$ cat config.mk
export PLATFORM = sky130hd
export DESIGN_NAME = sfa_top
export DESIGN_NICKNAME = d
export VERILOG_FILES = /design/src/inc/sfa_pkg.sv /design/src/inc/sfa_state_if.sv /design/src/logic/sfa_tag_ctl.sv /design/src/logic/sfa_reg_file.sv /design/src/logic/sfa_top.sv
export SDC_FILE = /design/constraint.sdc
export NUM_CORES = 2
export LEC_CHECK = 0
export BUFFER_PORTS_ARGS = -buffer_cell sky130_fd_sc_hd__buf_2
export CAP_MARGIN = 20
export CELL_PAD_IN_SITES_DETAIL_PLACEMENT = 2
export CELL_PAD_IN_SITES_GLOBAL_PLACEMENT = 2
export CORE_UTILIZATION = 35
export CTS_CLUSTER_DIAMETER = 150
export DETAILED_ROUTE_END_ITERATION = 12
export GPL_TIMING_DRIVEN = 0
export PLACE_DENSITY_LB_ADDON = 0.1
export SKIP_CTS_REPAIR_TIMING = 1
export SKIP_LAST_GASP = 1
export SLEW_MARGIN = 5
export SYNTH_ARGS = -nofsm -noshare
export SYNTH_HDL_FRONTEND = slang
export SYNTH_HIERARCHICAL = 1
export SYNTH_SLANG_ARGS = --single-unit
export TNS_END_PERCENT = 5
$ cat constraint.sdc
create_clock -name sys_clk -period 93.6 [get_ports sys_clk]
set_input_delay 0 -clock sys_clk [delete_from_list [all_inputs] [get_ports sys_clk]]
set_output_delay 0 -clock sys_clk [all_outputs]
set_load 0.1 [all_outputs]
$ cat src/inc/sfa_pkg.sv
// Constants and types shared by the packed-SIMD / floating-point state alias block.
package sfa_pkg;
	localparam int ADDR_W = 6;
	localparam int DATA_W = 32;
	localparam int NREG = 8;
	localparam int IDX_W = 3;
	localparam int MANT_W = 64;
	localparam int EXP_W = 16;
	localparam int FREG_W = MANT_W + EXP_W;
	localparam int TAG_W = 2 * NREG;

	// Word indices of the registers; byte address is index times four.
	localparam logic [3:0] REG_CTRL = 4'h0;
	localparam logic [3:0] REG_CMD = 4'h1;
	localparam logic [3:0] REG_DATA_LO = 4'h2;
	localparam logic [3:0] REG_DATA_HI = 4'h3;
	localparam logic [3:0] REG_FSTAT = 4'h4;
	localparam logic [3:0] REG_FEATURE = 4'h5;
	localparam logic [3:0] REG_IRQ_STAT = 4'h6;
	localparam logic [3:0] REG_IRQ_MASK = 4'h7;
	localparam logic [3:0] REG_WIN_SEL = 4'h8;
	localparam logic [3:0] REG_WIN_LO = 4'h9;
	localparam logic [3:0] REG_WIN_HI = 4'ha;
	localparam logic [3:0] REG_WIN_EXP = 4'hb;
	localparam logic [3:0] REG_SNAP_STAT = 4'hc;

	// Field positions.
	localparam int CTRL_EMUL_BIT = 2;
	localparam int CMD_OP_LSB = 0;
	localparam int CMD_IDX_LSB = 4;
	localparam int CMD_LOCK_BIT = 8;
	localparam int CMD_WREG_BIT = 9;
	localparam int CMD_RAISE_BIT = 10;
	localparam int FSTAT_TOP_LSB = 16;
	localparam int FSTAT_PEND_BIT = 19;
	localparam int FSTAT_BUSY_BIT = 20;
	localparam int WIN_SNAP_BIT = 8;
	localparam int FEAT_SIMD_BIT = 23;

	// Interrupt status bits.
	localparam int IRQ_N = 5;
	localparam int IRQ_UD = 0;
	localparam int IRQ_NUMERR = 1;
	localparam int IRQ_PACKED = 2;
	localparam int IRQ_EMPTY = 3;
	localparam int IRQ_SAVED = 4;

	localparam logic [1:0] TAG_VALID = 2'h0;
	localparam logic [1:0] TAG_EMPTY = 2'h3;
	localparam logic [IDX_W-1:0] TOP_ZERO = 3'h0;
	localparam logic [EXP_W-1:0] EXP_ONES = 16'hffff;
	localparam logic [DATA_W-1:0] LEAF_FEATURES = 32'h0000_0001;
	localparam logic [DATA_W-1:0] ZERO_WORD = 32'h0000_0000;
	localparam logic [IRQ_N-1:0] IRQ_RESET = 5'h00;
	localparam logic [TAG_W-1:0] TAG_RESET = 16'hffff;

	typedef enum logic [2:0] {
		OP_NOP = 3'h0,
		OP_PACKED = 3'h1,
		OP_EMPTY = 3'h2,
		OP_FLOAT = 3'h3,
		OP_IDENT = 3'h4,
		OP_SAVE = 3'h5,
		OP_XSAVE = 3'h6,
		OP_BAD = 3'h7
	} sfa_op_t;

	typedef enum logic [1:0] {
		ST_IDLE = 2'b01,
		ST_SAVE = 2'b10
	} sfa_state_t;
endpackage

$ cat src/inc/sfa_state_if.sv
// Carrier between the controller and the tag and register-file modules.
`timescale 1ns/100ps
interface sfa_state_if;
	logic pk_commit;
	logic empty_commit;
	logic reg_wr;
	logic [sfa_pkg::IDX_W-1:0] wr_idx;
	logic [sfa_pkg::MANT_W-1:0] wr_data;
	logic snap_start;
	logic save_en;
	logic [sfa_pkg::IDX_W-1:0] save_idx;
	logic [sfa_pkg::IDX_W-1:0] win_idx;
	logic win_snap;
	logic [sfa_pkg::FREG_W-1:0] win_data;
	logic [sfa_pkg::TAG_W-1:0] tag_word;
	logic [sfa_pkg::IDX_W-1:0] stack_top;
	logic [sfa_pkg::TAG_W-1:0] snap_tag;
	logic [sfa_pkg::IDX_W-1:0] snap_top;
	modport ctl(output pk_commit, empty_commit, reg_wr, wr_idx, wr_data, snap_start,
		save_en, save_idx, win_idx, win_snap,
		input win_data, tag_word, stack_top, snap_tag, snap_top);
	modport tags(input pk_commit, empty_commit, snap_start,
		output tag_word, stack_top, snap_tag, snap_top);
	modport regs(input reg_wr, wr_idx, wr_data, save_en, save_idx, win_idx, win_snap,
		output win_data);
endinterface

$ cat src/logic/sfa_tag_ctl.sv
// Tag word and stack-top state, with the copy taken at the start of a save.
`timescale 1ns/100ps
module sfa_tag_ctl (
	input wire logic sys_clk,
	input wire logic rst,
	sfa_state_if.tags st
);
	import sfa_pkg::*;

	logic [TAG_W-1:0] tag_reg;
	logic [IDX_W-1:0] top_reg;
	logic [TAG_W-1:0] snap_tag_reg;
	logic [IDX_W-1:0] snap_top_reg;

	// Both updates land on the same edge as the register result.
	always_ff @(posedge sys_clk or posedge rst) begin
		if (rst) begin
			tag_reg <= TAG_RESET;
		end else if (st.empty_commit) begin
			tag_reg <= {NREG{TAG_EMPTY}}; // RULE3
		end else if (st.pk_commit) begin
			tag_reg <= {NREG{TAG_VALID}}; // RULE2 RULE17
		end
	end

	always_ff @(posedge sys_clk or posedge rst) begin
		if (rst) begin
			top_reg <= TOP_ZERO;
		end else if (st.pk_commit) begin
			top_reg <= TOP_ZERO; // RULE4 RULE17
		end
	end

	always_ff @(posedge sys_clk or posedge rst) begin
		if (rst) begin
			snap_tag_reg <= TAG_RESET;
			snap_top_reg <= TOP_ZERO;
		end else if (st.snap_start) begin
			snap_tag_reg <= tag_reg; // RULE1
			snap_top_reg <= top_reg;
		end
	end

	assign st.tag_word = tag_reg;
	assign st.stack_top = top_reg;
	assign st.snap_tag = snap_tag_reg;
	assign st.snap_top = snap_top_reg;
endmodule

$ cat src/logic/sfa_reg_file.sv
// Physical floating-point registers, shared by the packed registers, plus the save image.
`timescale 1ns/100ps
module sfa_reg_file (
	input wire logic sys_clk,
	input wire logic rst,
	sfa_state_if.regs rf
);
	import sfa_pkg::*;

	logic [FREG_W-1:0] live_mem [NREG];
	logic [FREG_W-1:0] snap_mem [NREG];

	// Packed register n is the mantissa of physical register n, whatever the stack top.
	genvar gi;
	generate
		for (gi = 0; gi < NREG; gi++) begin : g_reg
			always_ff @(posedge sys_clk or posedge rst) begin
				if (rst) begin
					live_mem[gi] <= '0;
				end else if (rf.reg_wr && rf.wr_idx == IDX_W'(gi)) begin
					live_mem[gi] <= {EXP_ONES, rf.wr_data}; // RULE5 RULE15 RULE16 RULE17
				end
			end
			always_ff @(posedge sys_clk or posedge rst) begin
				if (rst) begin
					snap_mem[gi] <= '0;
				end else if (rf.save_en && rf.save_idx == IDX_W'(gi)) begin
					snap_mem[gi] <= live_mem[gi]; // RULE10
				end
			end
		end
	endgenerate

	assign rf.win_data = rf.win_snap ? snap_mem[rf.win_idx] : live_mem[rf.win_idx];
endmodule

$ cat src/logic/sfa_top.sv
// Controller for the packed-SIMD state aliased onto the floating-point state, Avalon-MM slave.
//
// Implementation choices: the register addresses and register access over Avalon-MM.
`timescale 1ns/100ps

// Functional notes
// (RULE1) Packed state lives in floating-point storage; saves capture both, no extra mode.
// (RULE2) Every packed instruction except empty-state sets all tag fields to valid, 00.
// (RULE3) The empty-state instruction sets all tag fields to empty, 11.
// (RULE4) Packed instructions except empty-state force the stack top to zero.
// (RULE5) A packed register write sets exponent bits 79..64 to all ones.
// (RULE6) Identification leaf 1 reports packed support in feature bit 23.
// (RULE7) Unsupported packed op, or emulation bit 2 set, gives an invalid-opcode fault.
// (RULE8) Without the identification instruction, attempting it gives an invalid-opcode fault.
// (RULE9) Floating-point instructions use the shared state as is, modifying nothing first.
// (RULE10) Both full save instructions also store the aliased packed registers.
// (RULE11) Software saves packed registers and issues empty-state before floating-point code.
// (RULE12) Software may skip empty-state when mixing with the later vector extensions.
// (RULE13) A pending floating-point exception makes the next packed op raise numeric error.
// (RULE14) A lock prefix on a packed instruction gives an invalid-opcode fault.
// (RULE15) Packed registers and tags map onto the physical registers and tags.
// (RULE16) Packed register n is bits 63..0 of physical register n, ignoring stack top.
// (RULE17) Tag, top and exponent updates commit with the register result, same edge.
module sfa_top #(
	parameter bit SIMD_SUPPORTED = 1'b1,
	parameter bit HAS_IDENT = 1'b1
) (
	sys_clk,
	rst,
	avs_address,
	avs_read,
	avs_write,
	avs_writedata,
	avs_byteenable,
	avs_readdata,
	avs_waitrequest,
	irq,
	numeric_error_output,
	invalid_opcode_fault
);
	import sfa_pkg::*;

	input wire logic sys_clk;
	input wire logic rst;
	input wire logic [sfa_pkg::ADDR_W-1:0] avs_address;
	input wire logic avs_read;
	input wire logic avs_write;
	input wire logic [sfa_pkg::DATA_W-1:0] avs_writedata;
	input wire logic [3:0] avs_byteenable;
	output logic [sfa_pkg::DATA_W-1:0] avs_readdata;
	output logic avs_waitrequest;
	output logic irq;
	output logic numeric_error_output;
	output logic invalid_opcode_fault;

	localparam logic [DATA_W-1:0] FEAT_FLAGS = DATA_W'(SIMD_SUPPORTED) << FEAT_SIMD_BIT;

	// Writes honour byte enables; used for the control, operand data and window-select registers.
	function automatic logic [DATA_W-1:0] be_merge(input logic [DATA_W-1:0] old_v,
		input logic [DATA_W-1:0] new_v, input logic [3:0] be);
		logic [DATA_W-1:0] res;
		res = old_v;
		for (int b = 0; b < 4; b++) begin
			if (be[b]) begin
				res[b*8 +: 8] = new_v[b*8 +: 8];
			end
		end
		return res;
	endfunction

	// The packed class: both the ordinary packed op and the empty-state op.
	function automatic logic is_packed(input sfa_op_t op);
		return (op == OP_PACKED) || (op == OP_EMPTY);
	endfunction

	sfa_state_if st ();

	sfa_tag_ctl u_tags (
		.sys_clk(sys_clk),
		.rst(rst),
		.st(st.tags)
	);

	sfa_reg_file u_regs (
		.sys_clk(sys_clk),
		.rst(rst),
		.rf(st.regs)
	);

	logic wait_reg;
	logic [DATA_W-1:0] rdata_reg;
	logic [DATA_W-1:0] ctrl_reg;
	logic [DATA_W-1:0] data_lo_reg;
	logic [DATA_W-1:0] data_hi_reg;
	logic [DATA_W-1:0] feat_reg;
	logic [IRQ_N-1:0] irq_stat_reg;
	logic [IRQ_N-1:0] irq_mask_reg;
	logic [DATA_W-1:0] win_sel_reg;
	logic fp_pend_reg;
	logic numerr_reg;
	logic ud_reg;
	logic irq_reg;
	sfa_state_t state_reg;
	sfa_state_t state_next;
	logic [IDX_W-1:0] save_idx_reg;

	logic [3:0] word_idx;
	logic busy;
	logic stall;
	logic rd_acc;
	logic wr_acc;
	logic cmd_go;
	sfa_op_t cmd_op;
	logic cmd_lock;
	logic cmd_wreg;
	logic cmd_raise;
	logic [IDX_W-1:0] cmd_idx;
	logic fault_ud;
	logic fault_ne;
	logic simd_ok;
	logic save_go;
	logic [IRQ_N-1:0] irq_set;
	logic [IRQ_N-1:0] irq_clr;
	logic [DATA_W-1:0] rd_mux;

	assign word_idx = avs_address[ADDR_W-1:2];
	assign busy = (state_reg == ST_SAVE);

	// A command that arrives during a save is held off with waitrequest, so it is never lost.
	assign stall = avs_write && word_idx == REG_CMD && busy;
	assign rd_acc = avs_read && !wait_reg;
	assign wr_acc = avs_write && !wait_reg;

	always_ff @(posedge sys_clk or posedge rst) begin
		if (rst) begin
			wait_reg <= 1'b1;
		end else if ((avs_read || avs_write) && wait_reg && !stall) begin
			wait_reg <= 1'b0;
		end else begin
			wait_reg <= 1'b1;
		end
	end

	assign cmd_go = wr_acc && word_idx == REG_CMD;
	assign cmd_op = sfa_op_t'(avs_writedata[CMD_OP_LSB +: 3]);
	assign cmd_idx = avs_writedata[CMD_IDX_LSB +: IDX_W];
	assign cmd_lock = avs_writedata[CMD_LOCK_BIT];
	assign cmd_wreg = avs_writedata[CMD_WREG_BIT];
	assign cmd_raise = avs_writedata[CMD_RAISE_BIT];

	always_comb begin
		fault_ud = 1'b0;
		if (cmd_go) begin
			if (is_packed(cmd_op)) begin
				fault_ud = !SIMD_SUPPORTED || ctrl_reg[CTRL_EMUL_BIT] || cmd_lock; // RULE7 RULE14
			end else if (cmd_op == OP_IDENT) begin
				fault_ud = !HAS_IDENT; // RULE8
			end else begin
				fault_ud = (cmd_op == OP_BAD);
			end
		end
	end

	// Invalid opcode outranks the numeric error; a faulted op commits nothing.
	assign fault_ne = cmd_go && is_packed(cmd_op) && !fault_ud && fp_pend_reg; // RULE13
	assign simd_ok = cmd_go && is_packed(cmd_op) && !fault_ud && !fp_pend_reg;
	assign save_go = cmd_go && (cmd_op == OP_SAVE || cmd_op == OP_XSAVE);

	assign st.pk_commit = simd_ok && cmd_op == OP_PACKED; // RULE2 RULE4
	assign st.empty_commit = simd_ok && cmd_op == OP_EMPTY; // RULE3
	assign st.reg_wr = simd_ok && cmd_op == OP_PACKED && cmd_wreg; // RULE5 RULE17
	assign st.wr_idx = cmd_idx; // RULE16
	assign st.wr_data = {data_hi_reg, data_lo_reg};
	assign st.snap_start = save_go; // RULE1
	assign st.save_en = busy;
	assign st.save_idx = save_idx_reg;
	assign st.win_idx = win_sel_reg[IDX_W-1:0];
	assign st.win_snap = win_sel_reg[WIN_SNAP_BIT];

	always_ff @(posedge sys_clk or posedge rst) begin
		if (rst) begin
			ctrl_reg <= ZERO_WORD;
		end else if (wr_acc && word_idx == REG_CTRL) begin
			ctrl_reg <= be_merge(ctrl_reg, avs_writedata, avs_byteenable);
		end
	end

	always_ff @(posedge sys_clk or posedge rst) begin
		if (rst) begin
			data_lo_reg <= ZERO_WORD;
			data_hi_reg <= ZERO_WORD;
		end else if (wr_acc && word_idx == REG_DATA_LO) begin
			data_lo_reg <= be_merge(data_lo_reg, avs_writedata, avs_byteenable);
		end else if (wr_acc && word_idx == REG_DATA_HI) begin
			data_hi_reg <= be_merge(data_hi_reg, avs_writedata, avs_byteenable);
		end
	end

	always_ff @(posedge sys_clk or posedge rst) begin
		if (rst) begin
			win_sel_reg <= ZERO_WORD;
		end else if (wr_acc && word_idx == REG_WIN_SEL) begin
			win_sel_reg <= be_merge(win_sel_reg, avs_writedata, avs_byteenable);
		end
	end

	// The leaf is taken from the low operand word.
	always_ff @(posedge sys_clk or posedge rst) begin
		if (rst) begin
			feat_reg <= ZERO_WORD;
		end else if (cmd_go && cmd_op == OP_IDENT && HAS_IDENT) begin
			feat_reg <= (data_lo_reg == LEAF_FEATURES) ? FEAT_FLAGS : ZERO_WORD; // RULE6
		end
	end

	// A floating-point op touches no shared state; it only models raising an exception.
	// The handler clears the pending flag by writing a one to its status bit.
	always_ff @(posedge sys_clk or posedge rst) begin
		if (rst) begin
			fp_pend_reg <= 1'b0;
		end else if (cmd_go && cmd_op == OP_FLOAT && cmd_raise) begin
			fp_pend_reg <= 1'b1; // RULE9
		end else if (wr_acc && word_idx == REG_FSTAT && avs_byteenable[2] &&
			avs_writedata[FSTAT_PEND_BIT]) begin
			fp_pend_reg <= 1'b0; // RULE13
		end
	end

	// The error output stays up until the handler clears the pending exception.
	always_ff @(posedge sys_clk or posedge rst) begin
		if (rst) begin
			numerr_reg <= 1'b0;
		end else if (fault_ne) begin
			numerr_reg <= 1'b1; // RULE13
		end else if (!fp_pend_reg) begin
			numerr_reg <= 1'b0;
		end
	end

	always_ff @(posedge sys_clk or posedge rst) begin
		if (rst) begin
			ud_reg <= 1'b0;
		end else begin
			ud_reg <= fault_ud; // RULE7 RULE8 RULE14
		end
	end

	always_comb begin
		state_next = state_reg;
		unique case (state_reg)
			ST_IDLE: begin
				if (save_go) begin
					state_next = ST_SAVE;
				end
			end
			ST_SAVE: begin
				if (save_idx_reg == IDX_W'(NREG - 1)) begin
					state_next = ST_IDLE;
				end
			end
			default: begin
				state_next = ST_IDLE;
			end
		endcase
	end

	always_ff @(posedge sys_clk or posedge rst) begin
		if (rst) begin
			state_reg <= ST_IDLE;
		end else begin
			state_reg <= state_next;
		end
	end

	// One physical register is copied per cycle, so a save takes eight cycles.
	always_ff @(posedge sys_clk or posedge rst) begin
		if (rst) begin
			save_idx_reg <= TOP_ZERO;
		end else if (busy) begin
			save_idx_reg <= save_idx_reg + IDX_W'(1); // RULE10
		end else begin
			save_idx_reg <= TOP_ZERO;
		end
	end

	assign irq_set[IRQ_UD] = fault_ud;
	assign irq_set[IRQ_NUMERR] = fault_ne;
	assign irq_set[IRQ_PACKED] = st.pk_commit;
	assign irq_set[IRQ_EMPTY] = st.empty_commit;
	assign irq_set[IRQ_SAVED] = busy && state_next == ST_IDLE;
	assign irq_clr = (wr_acc && word_idx == REG_IRQ_STAT && avs_byteenable[0]) ?
		avs_writedata[IRQ_N-1:0] : IRQ_RESET;

	// A set in the same cycle as its clear wins, so no event is dropped.
	genvar gi;
	generate
		for (gi = 0; gi < IRQ_N; gi++) begin : g_irq
			always_ff @(posedge sys_clk or posedge rst) begin
				if (rst) begin
					irq_stat_reg[gi] <= 1'b0;
				end else if (irq_set[gi]) begin
					irq_stat_reg[gi] <= 1'b1;
				end else if (irq_clr[gi]) begin
					irq_stat_reg[gi] <= 1'b0;
				end
			end
		end
	endgenerate

	always_ff @(posedge sys_clk or posedge rst) begin
		if (rst) begin
			irq_mask_reg <= IRQ_RESET;
		end else if (wr_acc && word_idx == REG_IRQ_MASK && avs_byteenable[0]) begin
			irq_mask_reg <= avs_writedata[IRQ_N-1:0];
		end
	end

	always_ff @(posedge sys_clk or posedge rst) begin
		if (rst) begin
			irq_reg <= 1'b0;
		end else begin
			irq_reg <= |(irq_stat_reg & irq_mask_reg);
		end
	end

	always_comb begin
		rd_mux = ZERO_WORD;
		unique case (word_idx)
			REG_CTRL: rd_mux = ctrl_reg;
			REG_CMD: rd_mux = DATA_W'(busy) << FSTAT_BUSY_BIT;
			REG_DATA_LO: rd_mux = data_lo_reg;
			REG_DATA_HI: rd_mux = data_hi_reg;
			REG_FSTAT: begin
				rd_mux[TAG_W-1:0] = st.tag_word;
				rd_mux[FSTAT_TOP_LSB +: IDX_W] = st.stack_top;
				rd_mux[FSTAT_PEND_BIT] = fp_pend_reg;
				rd_mux[FSTAT_BUSY_BIT] = busy;
			end
			REG_FEATURE: rd_mux = feat_reg;
			REG_IRQ_STAT: rd_mux[IRQ_N-1:0] = irq_stat_reg;
			REG_IRQ_MASK: rd_mux[IRQ_N-1:0] = irq_mask_reg;
			REG_WIN_SEL: rd_mux = win_sel_reg;
			REG_WIN_LO: rd_mux = st.win_data[DATA_W-1:0];
			REG_WIN_HI: rd_mux = st.win_data[MANT_W-1:DATA_W];
			REG_WIN_EXP: rd_mux[EXP_W-1:0] = st.win_data[FREG_W-1:MANT_W];
			REG_SNAP_STAT: begin
				rd_mux[TAG_W-1:0] = st.snap_tag;
				rd_mux[FSTAT_TOP_LSB +: IDX_W] = st.snap_top;
			end
			default: rd_mux = ZERO_WORD;
		endcase
	end

	// Read data is latched as waitrequest falls and held through the accepting edge.
	always_ff @(posedge sys_clk or posedge rst) begin
		if (rst) begin
			rdata_reg <= ZERO_WORD;
		end else if (avs_read && wait_reg) begin
			rdata_reg <= rd_mux;
		end else if (rd_acc) begin
			rdata_reg <= rdata_reg;
		end
	end

	assign avs_readdata = rdata_reg;
	assign avs_waitrequest = wait_reg;
	assign irq = irq_reg;
	assign numeric_error_output = numerr_reg;
	assign invalid_opcode_fault = ud_reg;
endmodule

==> flow_summary.yaml <==
outcome:
  status: "complete, no violations"
job:
  max_cap_violations: 0
sta:
  finalCritPeriodShare_pct: 5.58
  worstMarginPinSlew_ns: 1.19
  hold_viol: 0
  finalSetupTns_ns: 0
  setup_viol: 0
  fin_hold_ws_ns: 0.0447
  max_freq_ghz: 0.191
  fin_crit_ns: 5.23
  slew_violations: 0
  rsz0062_at_grt: "no"
  relSlewSlack_pct: 20.8
  fin_worst_skew_ns: 0.0281
cts:
  numClockSinks: 1223
  numCtsBuffers: 146
  clock_latency_ns: 0.79
  root_buffer: "clkbuf_16"
  cts_tree: "yes"
  clock_path_buffers: 3
  h-tree-depth: 4
  clk_pin_slew_ns: 0.06
cells_and_area:
  final_cells: 6100
  fin_nets: 3962
  final_util_pct: 40.8
  final_cell_mix: "1,219 x dfrtp_1, 745 x mux2_1, 434 x mux2_2, 263 x mux4_2, 203 x buf_2"
  final_common_cell: "dfrtp_1"
  reg_top3: "u_regs/live_mem: 520 flops, u_regs/snap_mem: 520 flops"
  drive_gt1_share_pct: 32.4
  fillers: 15322
  area_delta_synth_final_pct: 15.6
floorplanning:
  die_area_mm2: 0.161
  core_mm2: 0.159
  die_x_um: 402
  rows: 146
  ios: 82
  start_util_pct: 35.3
  die_h_um: 402
setup_path:
  crit_fanout: 16
  cp_top_family: "buffers and inverters"
  crit_path_end_kind: "register"
  slowest_stage: "buf_1"
  crit_top_cell: "buf_2"
  critPathLaunchType: "register"
  critPathKind: "register to register"
  critPathMaxStageDelay_ns: 0.85
  cp.arrival_ns: 5.88
  required_ns: 94.25
  crit_chain: "buf_2 > buf_2 > buf_1 > mux4_2 > a22oi_1 > nand2_1 > buf_4 > mux2_4 > a221oi_2 > nor3_1 > a2111oi_2 > o21ai_1"
  crit_buf_inv: 4
global_route:
  antenna_found_initial: 21
  grt_pass1_vias: 37639
  track_usage_pct: 27.4
  grt_max_degree: 115
  gr-total-overflow: 0
  grt_pass1_wl_um: 310000
synthesis:
  synth-seq-cells: 1223
  syn_inst: 3607
  async_reset_ff_share_pct: 100
  synth-main-ff-cell: "dfrtp_1"
  synth_cell_type_count: 72
  syn_area_mm2: 0.0560
  yosysWarnings: 6
  synth_edf_count: 0
  syn_area_per_cell_um2: 15.5
  synth.yosys.seq_area_share_pct: 54.7
route:
  vias: 34860
  drt_pass1_iterations: 5
  post_drt_via_cell_ratio: 5.71
  dr.first_iter.drc_count: 2428
  wl_per_cell_um: 35.9
  wl_um: 219000
  antenna_left: 0
  drc: 0
power_and_ir_drop:
  power_per_cell_area_mw_per_mm2: 19.2
  leakage_nw: 31.5
  vdd.ir_drop.worst_v: 0.0000215
  power_w: 0.00124
place:
  hpwlAfterDp_um: 150000
  port_buffers: 79
  dp.cells: 5787
  gp_congestion: 0.838
worst_hold_path:
  hold_class: "input pin to register"
-- cell families after synthesis --
logic type                 after synthesis  share of synthesized area, %
AOI/OAI and AO/OA                      333                          4.45
xor gates and xnor gates                 2                        0.0313
adders and majority gates                4                        0.0894
buffers and inverters                  308                          3.28
DFF                                   1223                          54.7
muxes                                 1464                          34.7
other                                    1                       0.00670
and+or+nand+nor                        272                          2.71
-- power by group --
part           internal, W  leakage, nW  switching [W]
clock network     0.000330         2.29       0.000234
logic            0.0000348         12.3      0.0000800
registers         0.000538         17.0      0.0000279
-- tightest hold or removal path: stages --
cell           delay, ns
dlygate4sd3_1       0.52
buf_2               0.13
mux2_2              0.15
-- layer usage --
| layer | track usage, % | vias to the layer above | part of all wire [%] |
|---|---|---|---|
| met5 | 0 | - | 0.0091 |
| met4 | 7.74 | 2 | 2.7 |
| met3 | 3.99 | 258 | 4.5 |
| met2 | 43.7 | 817 | 47 |
| met1 | 38.7 | 19563 | 46 |
| li1 | - | 14220 | - |
-- cell usage after synthesis, types with 8 or more instances --
cell type / count / area, um2
buf_2: 124 / 621
nor3_1: 14 / 70.1
buf_6: 24 / 270
nor2_1: 23 / 86.3
mux2i_1: 19 / 190
mux2_2: 434 / 4890
nor2_4: 18 / 203
a22oi_1: 178 / 1340
buf_4: 89 / 668
a21oi_1: 24 / 120
o21ai_1: 13 / 65.1
inv_1: 12 / 45.0
nor2b_1: 16 / 100
mux4_2: 263 / 5920
and2_1: 8 / 50.1
nand2b_1: 11 / 68.8
nand4_1: 8 / 50.1
clkbuf_1: 52 / 195
a22o_1: 29 / 254
o21ai_0: 15 / 75.1
nand2_1: 105 / 394
mux2_1: 745 / 8390
a221oi_1: 8 / 70.1
dfrtp_1: 1219 / 30500
nand3_1: 22 / 110
-- per-stage QoR --
| stage | area, um2 | setup slack (ns) |
|---|---|---|
| 4_1_cts | 64200 | 88.34 |
| 2_1_floorplan | 56000 | 64.33 |
| 5_1_grt | 64600 | 88.25 |
| 3_3_place_gp | 59000 | 49.67 |
| 3_5_place_dp | 59500 | 88.35 |
| 6_report | 64700 | 88.37 |
-- area by class of cell --
class | count | area [um2] | area share (%)
inverters | 13 | 63.8 | 0.0987
clock buffers | 229 | 4390 | 6.79
clock inverters | 24 | 294 | 0.455
multi-input cells | 2081 | 23500 | 36.4
repair buffers | 152 | 1380 | 2.13
well taps | 2072 | 2590 | 4.01
plain buffers | 295 | 1790 | 2.77
flip-flops and latches | 1223 | 30600 | 47.3
diodes | 11 | 27.5 | 0.0426
-- worst paths after layout --
path,from,endpoint,slack [ns],cells past startpoint
setup / recovery,win_sel_reg[1],avs_readdata[13],88.37,12
setup reg to reg,win_sel_reg[1],avs_readdata[13],88.37,12
min in group asynchronous,rst,u_regs/live_mem[483],0.47,5
max in group asynchronous,rst,u_regs/live_mem[100],91.49,7
hold / removal,avs_writedata[7],ctrl_reg[7],0.04,3
hold reg to reg,avs_readdata[10],avs_readdata[10],0.48,2
Power figures use the tool's default switching activity.
